<file path="src/design/pcr_pkg.sv">
// Package for the loop configuration register slice: offsets, field positions,
// reset values, timing counts and the configuration bundles sent to the loops.
// Assumes a 100 MHz APB clock and the analog loops living outside this block.
package pcr_pkg;

  // ****************************************
  // Register offsets (byte addresses)
  // ****************************************
  localparam logic [11:0] PCR_OFF_A_FRACTION_POWER = 12'h008;
  localparam logic [11:0] PCR_OFF_A_SPREAD_CTRL    = 12'h00C;
  localparam logic [11:0] PCR_OFF_A_WAVE_TABLE     = 12'h010;
  localparam logic [11:0] PCR_OFF_D_DIVIDER_CTRL   = 12'h020;
  localparam logic [11:0] PCR_OFF_D_POWER_LOCK     = 12'h024;

  // ****************************************
  // Reset values and implemented-bit masks
  // ****************************************
  localparam logic [27:0] PCR_RST_A_FRACTION_POWER = 28'h0000001;
  localparam logic [15:0] PCR_RST_A_SPREAD_CTRL    = 16'h0007;
  localparam logic [15:0] PCR_RST_A_WAVE_TABLE     = 16'h7F00;
  localparam logic [15:0] PCR_RST_D_DIVIDER_CTRL   = 16'h1096;
  localparam logic [15:0] PCR_RST_D_POWER_LOCK     = 16'h1042;
  localparam logic [15:0] PCR_IMP_A_SPREAD_CTRL    = 16'h1FFF;
  localparam logic [15:0] PCR_IMP_A_WAVE_TABLE     = 16'hFF01;
  localparam logic [15:0] PCR_IMP_D_POWER_LOCK     = 16'hF1FF;
  localparam logic [3:0]  PCR_FULL_WORD_STRB       = 4'hF;

  // ****************************************
  // Field positions
  // ****************************************
  localparam int PCR_MASK_LSB       = 16;
  localparam int PCR_A_MULTI_OFF    = 27;
  localparam int PCR_A_VCO_OFF      = 26;
  localparam int PCR_A_POST_OFF     = 25;
  localparam int PCR_A_DAC_OFF      = 24;
  localparam int PCR_A_FRAC_LSB     = 0;
  localparam int PCR_A_SPREAD_LSB   = 8;
  localparam int PCR_A_RATE_LSB     = 4;
  localparam int PCR_A_CENTER       = 3;
  localparam int PCR_A_MOD_RESET    = 2;
  localparam int PCR_A_MOD_BYPASS   = 1;
  localparam int PCR_A_INT_BYPASS   = 0;
  localparam int PCR_A_WAVE_MAX_LSB = 8;
  localparam int PCR_A_WAVE_SEL     = 0;
  localparam int PCR_D_BYPASS       = 15;
  localparam int PCR_D_PDIV1_LSB    = 12;
  localparam int PCR_D_FBDIV_LSB    = 0;
  localparam int PCR_D_PD_SEL       = 15;
  localparam int PCR_D_PD_REQ_B     = 14;
  localparam int PCR_D_PD_REQ_A     = 13;
  localparam int PCR_D_DSM_OFF      = 12;
  localparam int PCR_D_LOCK         = 10;
  localparam int PCR_D_PDIV2_LSB    = 6;
  localparam int PCR_D_REFDIV_LSB   = 0;

  // ****************************************
  // Timing
  // ****************************************
  localparam int          PCR_CLK_PERIOD_NS = 10;
  localparam int          PCR_RELOCK_PD_NS  = 1000;
  localparam int          PCR_LOCK_QUAL_NS  = 200;
  localparam logic [7:0]  PCR_RELOCK_PD_CYC =
    8'((PCR_RELOCK_PD_NS + PCR_CLK_PERIOD_NS - 1) / PCR_CLK_PERIOD_NS);
  localparam logic [7:0]  PCR_LOCK_QUAL_CYC =
    8'((PCR_LOCK_QUAL_NS + PCR_CLK_PERIOD_NS - 1) / PCR_CLK_PERIOD_NS);

  // ****************************************
  // Configuration bundles to the loops
  // ****************************************
  typedef struct packed {
    logic        multiphase_out_off;
    logic        vco_out_off;
    logic        divided_output_off;
    logic        noise_dac_off;
    logic [23:0] fraction;
    logic [4:0]  spread_amount;
    logic [3:0]  spread_rate_div;
    logic        center_spread;
    logic        modulator_reset;
    logic        modulator_module_bypass;
    logic        modulator_integration_bypass;
    logic [7:0]  wave_max_addr;
    logic        wave_external;
  } pcr_loop_a_cfg_t;

  typedef struct packed {
    logic        route_reference_input;
    logic [2:0]  first_output_divider;
    logic [11:0] feedback_div;
    logic [2:0]  second_output_divider;
    logic [5:0]  reference_div;
    logic        powerdown;
    logic        modulator_off;
  } pcr_loop_d_cfg_t;

endpackage : pcr_pkg

</file>
<file path="src/design/pcr_regs.sv">
// Register slice for two loops: APB slave, masked writes, power-down sequencing
// and lock status reporting. Assumes the lock indication arrives asynchronously
// from the analog loop and that the bus master issues plain APB transfers.
`timescale 1ns/10ps

// Function
// [RL1] Upper mask bits gate lower-half writes
// [RL2] Bypass bit routes reference input to output
// [RL3] Post dividers 1..7, zero refused
// [RL4] Software keeps feedback divider in range
// [RL5] Feedback divider used as-is, no increment
// [RL6] Select high: only request B powers down
// [RL7] Select low: divider change or request A
// [RL8] Bit 12 disables modulator, resets to one
// [RL9] Read-only lock bit shows lock state
// [RL10] Reference divider 1..63, zero refused
// [RL11] Fraction field adds value over 2^24
// [RL12] Bit 27 stops multiphase outputs
// [RL13] Bit 26 stops buffered oscillator output
// [RL14] Bit 25 stops all other outputs
// [RL15] Bit 24 stops noise cancellation converter
// [RL16] Spread amount 0.1 percent per unit
// [RL17] Bits 7:4 set modulation rate divider
// [RL18] Bit 3 picks down or center spread
// [RL19] Bit 2 holds modulator in reset
// [RL20] Bits 1,0 bypass modulator, reset one
// [RL21] Wave table max address, external select
// [RL22] Only full word accesses accepted; pstrb is checked on writes only, reads pass with any strobe
// [RL23] Lock reads zero until relocked
module pcr_regs
  import pcr_pkg::*;
(
  input  wire logic             pclk,
  input  wire logic             presetn,
  input  wire logic             psel,
  input  wire logic             penable,
  input  wire logic             pwrite,
  input  wire logic [11:0]      paddr,
  input  wire logic [31:0]      pwdata,
  input  wire logic [3:0]       pstrb,
  input  wire logic [2:0]       pprot,
  output logic      [31:0]      prdata,
  output logic                  pready,
  output logic                  pslverr,
  input  wire logic             loop_d_lock_raw,
  output pcr_loop_a_cfg_t       loop_a_cfg,
  output pcr_loop_d_cfg_t       loop_d_cfg
);

  // ****************************************
  // Declarations
  // ****************************************
  logic [27:0]     ra2_q, ra2_d;
  logic [15:0]     ra3_q, ra3_d;
  logic [15:0]     ra4_q, ra4_d;
  logic [15:0]     rd0_q, rd0_d;
  logic [15:0]     rd1_q, rd1_d;
  logic [31:0]     prdata_q, prdata_d;
  logic            pslverr_q, pslverr_d;
  logic            lock_s1_q, lock_s2_q;
  logic [7:0]      relock_q, relock_d;
  logic [7:0]      qual_q, qual_d;
  pcr_loop_a_cfg_t cfg_a_q, cfg_a_d;
  pcr_loop_d_cfg_t cfg_d_q, cfg_d_d;
  logic            setup_w;
  logic            access_w;
  logic            hit_w;
  logic            full_w;
  logic            wr_ok_w;
  logic            chg_evt_w;
  logic            pd_w;
  logic            lock_stat_w;

  // Masked update: lower bit changes only where its mask bit is set
  function automatic logic [15:0] pcr_masked(input logic [15:0] old_v, input logic [31:0] wd);
    pcr_masked = (old_v & ~wd[31:16]) | (wd[15:0] & wd[31:16]); // RL1
  endfunction : pcr_masked

  // ****************************************
  // Bus decode
  // ****************************************
  // Zero wait states; protection attributes are accepted but not checked
  assign pready   = 1'b1;
  assign prdata   = prdata_q;
  assign pslverr  = pslverr_q;
  assign setup_w  = psel && !penable;
  assign access_w = psel && penable;
  assign hit_w    = (paddr == PCR_OFF_A_FRACTION_POWER) || (paddr == PCR_OFF_A_SPREAD_CTRL) ||
                    (paddr == PCR_OFF_A_WAVE_TABLE) || (paddr == PCR_OFF_D_DIVIDER_CTRL) ||
                    (paddr == PCR_OFF_D_POWER_LOCK);
  // Partial-lane writes would corrupt masked fields, so they are refused
  assign full_w   = !pwrite || (pstrb == PCR_FULL_WORD_STRB); // RL22
  assign wr_ok_w  = access_w && pready && pwrite && hit_w && full_w;

  // ****************************************
  // Register file
  // ****************************************
  // Next values of the stored fields and the read answer
  always_comb begin
    ra2_d     = ra2_q;
    ra3_d     = ra3_q;
    ra4_d     = ra4_q;
    rd0_d     = rd0_q;
    rd1_d     = rd1_q;
    prdata_d  = prdata_q;
    pslverr_d = pslverr_q;
    chg_evt_w = 1'b0;
    if (setup_w) begin
      pslverr_d = !hit_w || !full_w; // RL22
      prdata_d  = 32'h0000_0000;
      if (!pwrite) begin
        case (paddr)
          PCR_OFF_A_FRACTION_POWER: prdata_d = {4'h0, ra2_q};
          PCR_OFF_D_DIVIDER_CTRL:   prdata_d = {16'h0000, rd0_q};
          PCR_OFF_D_POWER_LOCK: begin
            prdata_d = {16'h0000, rd1_q};
            prdata_d[PCR_D_LOCK] = lock_stat_w; // RL9
          end
          // Write-only spread and wave registers read back as zero
          default: prdata_d = 32'h0000_0000;
        endcase
      end
    end
    if (wr_ok_w) begin
      case (paddr)
        // No mask on this register: a write replaces every field
        PCR_OFF_A_FRACTION_POWER: ra2_d = pwdata[27:0];
        PCR_OFF_A_SPREAD_CTRL: ra3_d = pcr_masked(ra3_q, pwdata) & PCR_IMP_A_SPREAD_CTRL; // RL1
        PCR_OFF_A_WAVE_TABLE:  ra4_d = pcr_masked(ra4_q, pwdata) & PCR_IMP_A_WAVE_TABLE; // RL1
        PCR_OFF_D_DIVIDER_CTRL: begin
          rd0_d = pcr_masked(rd0_q, pwdata); // RL1
          if (rd0_d[PCR_D_PDIV1_LSB +: 3] == 3'h0) begin
            rd0_d[PCR_D_PDIV1_LSB +: 3] = rd0_q[PCR_D_PDIV1_LSB +: 3]; // RL3
          end
          chg_evt_w = rd0_d[PCR_D_FBDIV_LSB +: 12] != rd0_q[PCR_D_FBDIV_LSB +: 12]; // RL7
        end
        PCR_OFF_D_POWER_LOCK: begin
          // Lock bit is not storage; the mask keeps it zero here
          rd1_d = pcr_masked(rd1_q, pwdata) & PCR_IMP_D_POWER_LOCK; // RL9
          if (rd1_d[PCR_D_PDIV2_LSB +: 3] == 3'h0) begin
            rd1_d[PCR_D_PDIV2_LSB +: 3] = rd1_q[PCR_D_PDIV2_LSB +: 3]; // RL3
          end
          if (rd1_d[PCR_D_REFDIV_LSB +: 6] == 6'h00) begin
            rd1_d[PCR_D_REFDIV_LSB +: 6] = rd1_q[PCR_D_REFDIV_LSB +: 6]; // RL10
          end
          chg_evt_w = rd1_d[PCR_D_REFDIV_LSB +: 6] != rd1_q[PCR_D_REFDIV_LSB +: 6]; // RL7
        end
        default: ra2_d = ra2_q;
      endcase
    end
  end

  // Register storage
  always_ff @(posedge pclk or negedge presetn) begin
    if (!presetn) begin
      ra2_q     <= PCR_RST_A_FRACTION_POWER;
      ra3_q     <= PCR_RST_A_SPREAD_CTRL;
      ra4_q     <= PCR_RST_A_WAVE_TABLE;
      rd0_q     <= PCR_RST_D_DIVIDER_CTRL;
      rd1_q     <= PCR_RST_D_POWER_LOCK;
      prdata_q  <= 32'h0000_0000;
      pslverr_q <= 1'b0;
    end else begin
      ra2_q     <= ra2_d;
      ra3_q     <= ra3_d;
      ra4_q     <= ra4_d;
      rd0_q     <= rd0_d;
      rd1_q     <= rd1_d;
      prdata_q  <= prdata_d;
      pslverr_q <= pslverr_d;
    end
  end

  // ****************************************
  // Lock input synchroniser
  // ****************************************
  // Lock comes straight from the analog loop, asynchronous to pclk
  always_ff @(posedge pclk or negedge presetn) begin
    if (!presetn) begin
      lock_s1_q <= 1'b0;
      lock_s2_q <= 1'b0;
    end else begin
      lock_s1_q <= loop_d_lock_raw;
      lock_s2_q <= lock_s1_q;
    end
  end

  // ****************************************
  // Power-down and relock sequencing
  // ****************************************
  // Source select decides which requests reach the loop
  assign pd_w = rd1_q[PCR_D_PD_SEL] ? rd1_q[PCR_D_PD_REQ_B] // RL6
                                    : (rd1_q[PCR_D_PD_REQ_A] || (relock_q != 8'h00)); // RL7
  // A stale lock level would pass at once, so lock must hold a full window
  assign lock_stat_w = (qual_q == PCR_LOCK_QUAL_CYC); // RL23

  // Divider-change pulse length and lock qualification count
  always_comb begin
    relock_d = relock_q;
    qual_d   = qual_q;
    if (chg_evt_w && !rd1_q[PCR_D_PD_SEL]) begin
      relock_d = PCR_RELOCK_PD_CYC; // RL7
    end else if (relock_q != 8'h00) begin
      relock_d = relock_q - 8'h01;
    end
    if (pd_w || chg_evt_w || !lock_s2_q) begin
      qual_d = 8'h00; // RL23
    end else if (qual_q != PCR_LOCK_QUAL_CYC) begin
      qual_d = qual_q + 8'h01;
    end
  end

  // Sequencing state
  always_ff @(posedge pclk or negedge presetn) begin
    if (!presetn) begin
      relock_q <= 8'h00;
      qual_q   <= 8'h00;
    end else begin
      relock_q <= relock_d;
      qual_q   <= qual_d;
    end
  end

  // ****************************************
  // Configuration outputs
  // ****************************************
  // Fields are passed unscaled; the loop applies them as ratios
  always_comb begin
    cfg_a_d.multiphase_out_off           = ra2_q[PCR_A_MULTI_OFF]; // RL12
    cfg_a_d.vco_out_off                  = ra2_q[PCR_A_VCO_OFF]; // RL13
    cfg_a_d.divided_output_off           = ra2_q[PCR_A_POST_OFF]; // RL14
    cfg_a_d.noise_dac_off                = ra2_q[PCR_A_DAC_OFF]; // RL15
    cfg_a_d.fraction                     = ra2_q[PCR_A_FRAC_LSB +: 24]; // RL11
    cfg_a_d.spread_amount                = ra3_q[PCR_A_SPREAD_LSB +: 5]; // RL16
    cfg_a_d.spread_rate_div              = ra3_q[PCR_A_RATE_LSB +: 4]; // RL17
    cfg_a_d.center_spread                = ra3_q[PCR_A_CENTER]; // RL18
    cfg_a_d.modulator_reset              = ra3_q[PCR_A_MOD_RESET]; // RL19
    cfg_a_d.modulator_module_bypass      = ra3_q[PCR_A_MOD_BYPASS]; // RL20
    cfg_a_d.modulator_integration_bypass = ra3_q[PCR_A_INT_BYPASS]; // RL20
    cfg_a_d.wave_max_addr                = ra4_q[PCR_A_WAVE_MAX_LSB +: 8]; // RL21
    cfg_a_d.wave_external                = ra4_q[PCR_A_WAVE_SEL]; // RL21
    cfg_d_d.route_reference_input        = rd0_q[PCR_D_BYPASS]; // RL2
    cfg_d_d.first_output_divider         = rd0_q[PCR_D_PDIV1_LSB +: 3];
    cfg_d_d.feedback_div                 = rd0_q[PCR_D_FBDIV_LSB +: 12]; // RL5
    cfg_d_d.second_output_divider        = rd1_q[PCR_D_PDIV2_LSB +: 3];
    cfg_d_d.reference_div                = rd1_q[PCR_D_REFDIV_LSB +: 6];
    cfg_d_d.powerdown                    = pd_w;
    cfg_d_d.modulator_off                = rd1_q[PCR_D_DSM_OFF]; // RL8
  end

  // Output flops; reset image matches the register reset values
  always_ff @(posedge pclk or negedge presetn) begin
    if (!presetn) begin
      // Bundle field order follows the register bit order, so the images slice straight in
      cfg_a_q <= {PCR_RST_A_FRACTION_POWER, PCR_RST_A_SPREAD_CTRL[12:0],
                  PCR_RST_A_WAVE_TABLE[15:8], PCR_RST_A_WAVE_TABLE[0]};
      cfg_d_q <= {PCR_RST_D_DIVIDER_CTRL, PCR_RST_D_POWER_LOCK[8:0], 1'b0,
                  PCR_RST_D_POWER_LOCK[PCR_D_DSM_OFF]};
    end else begin
      cfg_a_q <= cfg_a_d;
      cfg_d_q <= cfg_d_d;
    end
  end

  assign loop_a_cfg = cfg_a_q;
  assign loop_d_cfg = cfg_d_q;
endmodule : pcr_regs

</file>
<file path="config.mk">
export PLATFORM = sky130hd
export DESIGN_NAME = pcr_regs
export DESIGN_NICKNAME = d
export VERILOG_FILES = /design/src/design/pcr_pkg.sv /design/src/design/pcr_regs.sv
export SDC_FILE = /design/constraint.sdc
export NUM_CORES = 1
export LEC_CHECK = 0
export BUFFER_PORTS_ARGS = -buffer_cell sky130_fd_sc_hd__clkbuf_2
export CAP_MARGIN = 0
export CORE_MARGIN = 10
export CORE_UTILIZATION = 54
export DETAILED_ROUTE_END_ITERATION = 8
export PLACE_DENSITY = 0.79
export SKIP_CTS_REPAIR_TIMING = 1
export SLEW_MARGIN = 15
export SYNTH_ARGS = -nofsm -noshare
export SYNTH_HDL_FRONTEND = slang
export SYNTH_SLANG_ARGS = --single-unit
</file>
<file path="constraint.sdc">
create_clock -name pclk -period 2.7 [get_ports pclk]
set_input_delay 0.405 -clock pclk [delete_from_list [all_inputs] [get_ports pclk]]
set_output_delay 0.405 -clock pclk [all_outputs]
set_load 0.02 [all_outputs]
</file>
==> impl_metrics.py <==
metrics = {
    "run_status": {
        "status": "finished clean",
    },
    "global_routing": {
        "antenna_found_initial": 0,
        "grt.total_usage": 0.203,
        "grt_first_pass_wirelength_um": 33100,
        "grt_max_degree": 79,
        "grt_overflow_total": 0,
        "grt_pass1_vias": 5998,
    },
    "synth": {
        "ys_seq_elements": 203,
        "synth_cell_types": 66,
        "synth.area.mux_share": 0.115,
        "synthesis.area_sq_um": 8090,
        "synth_warnings": 0,
        "synthAdderAreaFrac": 0.00464,
        "syn_inst": 605,
        "synth-edff-count": 0,
        "yosys_most_used_dff": "dfrtp_1",
        "synth.avg_cell_area_sq_um": 13.4,
        "synth_compound_area_frac": 0.0837,
        "synthSimpleGateAreaFrac": 0.114,
        "synth_top_family_by_area": "multiplexers",
        "yosys.area_share.xor_xnor": 0.0206,
        "ys_async_sr_fraction": 1.00,
        "yosysSeqAreaShare": 0.634,
    },
    "power": {
        "vdd_drop_max_mv": 0.484,
        "leakage_nw": 4.84,
        "p_per_area_nw_per_um2": 611,
    },
    "clock_tree": {
        "numCtsBuffers": 21,
        "clock_latency_ns": 0.49,
        "htree_levels": 1,
        "cts.clk_slew.worst_paths_ns": 0.06,
        "cts-root-buf": "clkbuf_16",
        "clk_path_buf_depth": 3,
        "cts_tree": "built",
        "clock-sinks": 203,
    },
    "final_layout": {
        "final_common_cell": "dfrtp_1",
        "fillerInstances": 1059,
        "drive_above_1_share": 0.426,
        "fin_nets": 841,
        "fin_cells": 979,
        "area_delta_synth_final_pct": 20.7,
        "n_antenna_cell": 0,
        "final_cell_mix": "dfrtp_1 (165), clkbuf_2 (158), nand2_1 (79)",
    },
    "setup_path": {
        "endpoint_kind": "register",
        "cp-startpoint": "relock_q[0]$_DFFE_PN0P_",
        "reg2regPathDepth": 8,
        "crit_arrival_ns": 2.94,
        "r2r-start": "relock_q[0]$_DFFE_PN0P_",
        "cp-start-kind": "register",
        "r2r_end": "qual_q[1]$_DFFE_PN0P_",
        "cp.required_ns": 3.10,
        "crit_fanout": 8,
        "critical_path_class": "register to register",
        "r2r_slack_ns": 0.17,
    },
    "floorplan": {
        "io_pins": 168,
        "fp.dieW_um": 142,
        "initial_core_util": 0.554,
        "dieArea_sq_um": 20300,
        "core_sq_um": 14600,
        "rows": 44,
        "die_h_um": 142,
    },
    "worst_hold_path": {
        "hold_end": "lock_s1_q$_DFF_PN0_",
        "holdPathStages": 1,
        "hp-start": "loop_d_lock_raw",
        "hold_class": "input pin to register",
    },
    "route": {
        "final_antenna_net_count": 0,
        "first_pass_iters": 7,
        "drtIter0Drc": 578,
        "routedWlPerCell_um": 21.3,
        "via_per_inst": 5.74,
        "wl_um": 20900,
        "drc_errors": 0,
        "vias": 5615,
    },
    "timing": {
        "finalHoldViolCount": 0,
        "fin_tns_setup_ns": 0,
        "post-route-period-util": 0.938,
        "fmax_ghz": 0.395,
        "finalCriticalPeriod_ns": 2.53,
        "rsz0062_at_grt": "no",
        "finalMaxSlewViolations": 0,
        "finalClockSkew_ns": 0.00768,
        "worst_pin_slew_ns": 0.618,
        "max_slew_margin": 0.588,
        "setup_viol": 0,
    },
    "placement": {
        "place_inst": 941,
        "dp_hpwl_um": 14800,
        "place.port_buffers": 159,
        "gp_congestion": 0.923,
    },
    "run": {
        "cap_violations": 0,
    },
}
-- per-layer routing --
layer  wire (um)  up-vias  GRT usage
li1            -     2492          -
met1        8300     2849      0.253
met2       10700      235      0.346
met3        1530       39     0.0444
met4         366        0     0.0575
met5           0        -          0
-- power breakdown --
part / internal, W / switching [W]
registers: 0.00306 / 0.0000113
clock network: 0.00152 / 0.00113
logic: 0.0000737 / 0.000174
total: 0.00465 / 0.00132
-- area by class of cell --
type / instances / area (sq um) / share of cell area
Tap cell: 184 / 230 / 0.0236
Multi-Input combinational cell: 369 / 2760 / 0.283
Timing Repair Buffer: 180 / 990 / 0.101
Inverter: 6 / 22.5 / 0.00231
Sequential cell: 203 / 5130 / 0.525
Clock buffer: 29 / 586 / 0.0600
Clock inverter: 8 / 47.5 / 0.00487
-- worst max path at each step --
stage | to | slack [ns] | depth (start not counted)
after floorplan | ra2_q[10]$_DFFE_PN0P_ | 0.42 | 7
after global placement | ra2_q[12]$_DFFE_PN0P_ | 0.16 | 7
after detailed placement | ra2_q[25]$_DFFE_PN0P_ | 0.15 | 7
after CTS | qual_q[1]$_DFFE_PN0P_ | 0.16 | 8
after global routing | qual_q[1]$_DFFE_PN0P_ | 0.09 | 8
final | qual_q[1]$_DFFE_PN0P_ | 0.17 | 8
-- logic make-up after synthesis --
| kind of cell | count (synthesis) |
|---|---|
| other | 2 |
| adder cells (fa/ha/maj) | 3 |
| flip-flops | 203 |
| AO/OA/AOI/OAI | 91 |
| AND/OR/NAND/NOR | 175 |
| XOR/XNOR | 19 |
| buffers and inverters | 36 |
| multiplexers | 76 |
-- through the flow --
step / cell area (sq um) / power, W / worst slack, ns / utilization / hold WS [ns]
after global placement: 9110 / 0.00336 / 0.159 / 0.625 / 0.339
after global routing: 9760 / 0.00617 / 0.0898 / 0.669 / 0.0119
after CTS: 9750 / 0.00601 / 0.160 / 0.668 / -0.0254
after detailed placement: 9110 / 0.00337 / 0.148 / 0.625 / 0.352
after floorplan: 8100 / 0.00321 / 0.421 / - / 0.109
final: 9760 / 0.00597 / 0.168 / 0.669 / 0.0252
-- synthesized netlist by cell type (3+ instances only) --
| cell | n | share of area |
|---|---|---|
| dfrtp_1 | 165 | 0.51 |
| nand2_1 | 79 | 0.037 |
| mux2_2 | 53 | 0.074 |
| dfstp_2 | 38 | 0.12 |
| o21ai_0 | 28 | 0.017 |
| nor2_1 | 21 | 0.0097 |
| mux2_4 | 20 | 0.037 |
| a22o_1 | 18 | 0.019 |
| nand3_1 | 15 | 0.0093 |
| xor2_1 | 15 | 0.016 |
| a222oi_1 | 12 | 0.015 |
| clkbuf_1 | 12 | 0.0056 |
| nand2b_1 | 10 | 0.0077 |
| a22oi_1 | 8 | 0.0074 |
| or3_1 | 8 | 0.0062 |
| buf_4 | 6 | 0.0056 |
| inv_1 | 6 | 0.0028 |
| buf_2 | 5 | 0.0031 |
| nand3b_1 | 5 | 0.0046 |
| nor3_1 | 5 | 0.0031 |
| a21oi_1 | 4 | 0.0025 |
| nor2b_1 | 4 | 0.0031 |
| xnor2_1 | 4 | 0.0043 |
| and3_1 | 3 | 0.0023 |
| ha_1 | 3 | 0.0046 |
| mux2i_1 | 3 | 0.0037 |
| nand4_1 | 3 | 0.0023 |
| nor3b_1 | 3 | 0.0028 |
| o22ai_1 | 3 | 0.0023 |
-- worst max-delay path, cell delays in order, from the launching register on --
cell      delay (ns)
dfrtp_1         0.40
inv_1           0.07
ha_1            0.18
or3b_1          0.43
or3_4           0.45
o31a_1          0.29
nor2b_1         0.22
o211ai_2        0.24
a21oi_1         0.18
No activity file was read; power rests on OpenSTA's default activity.
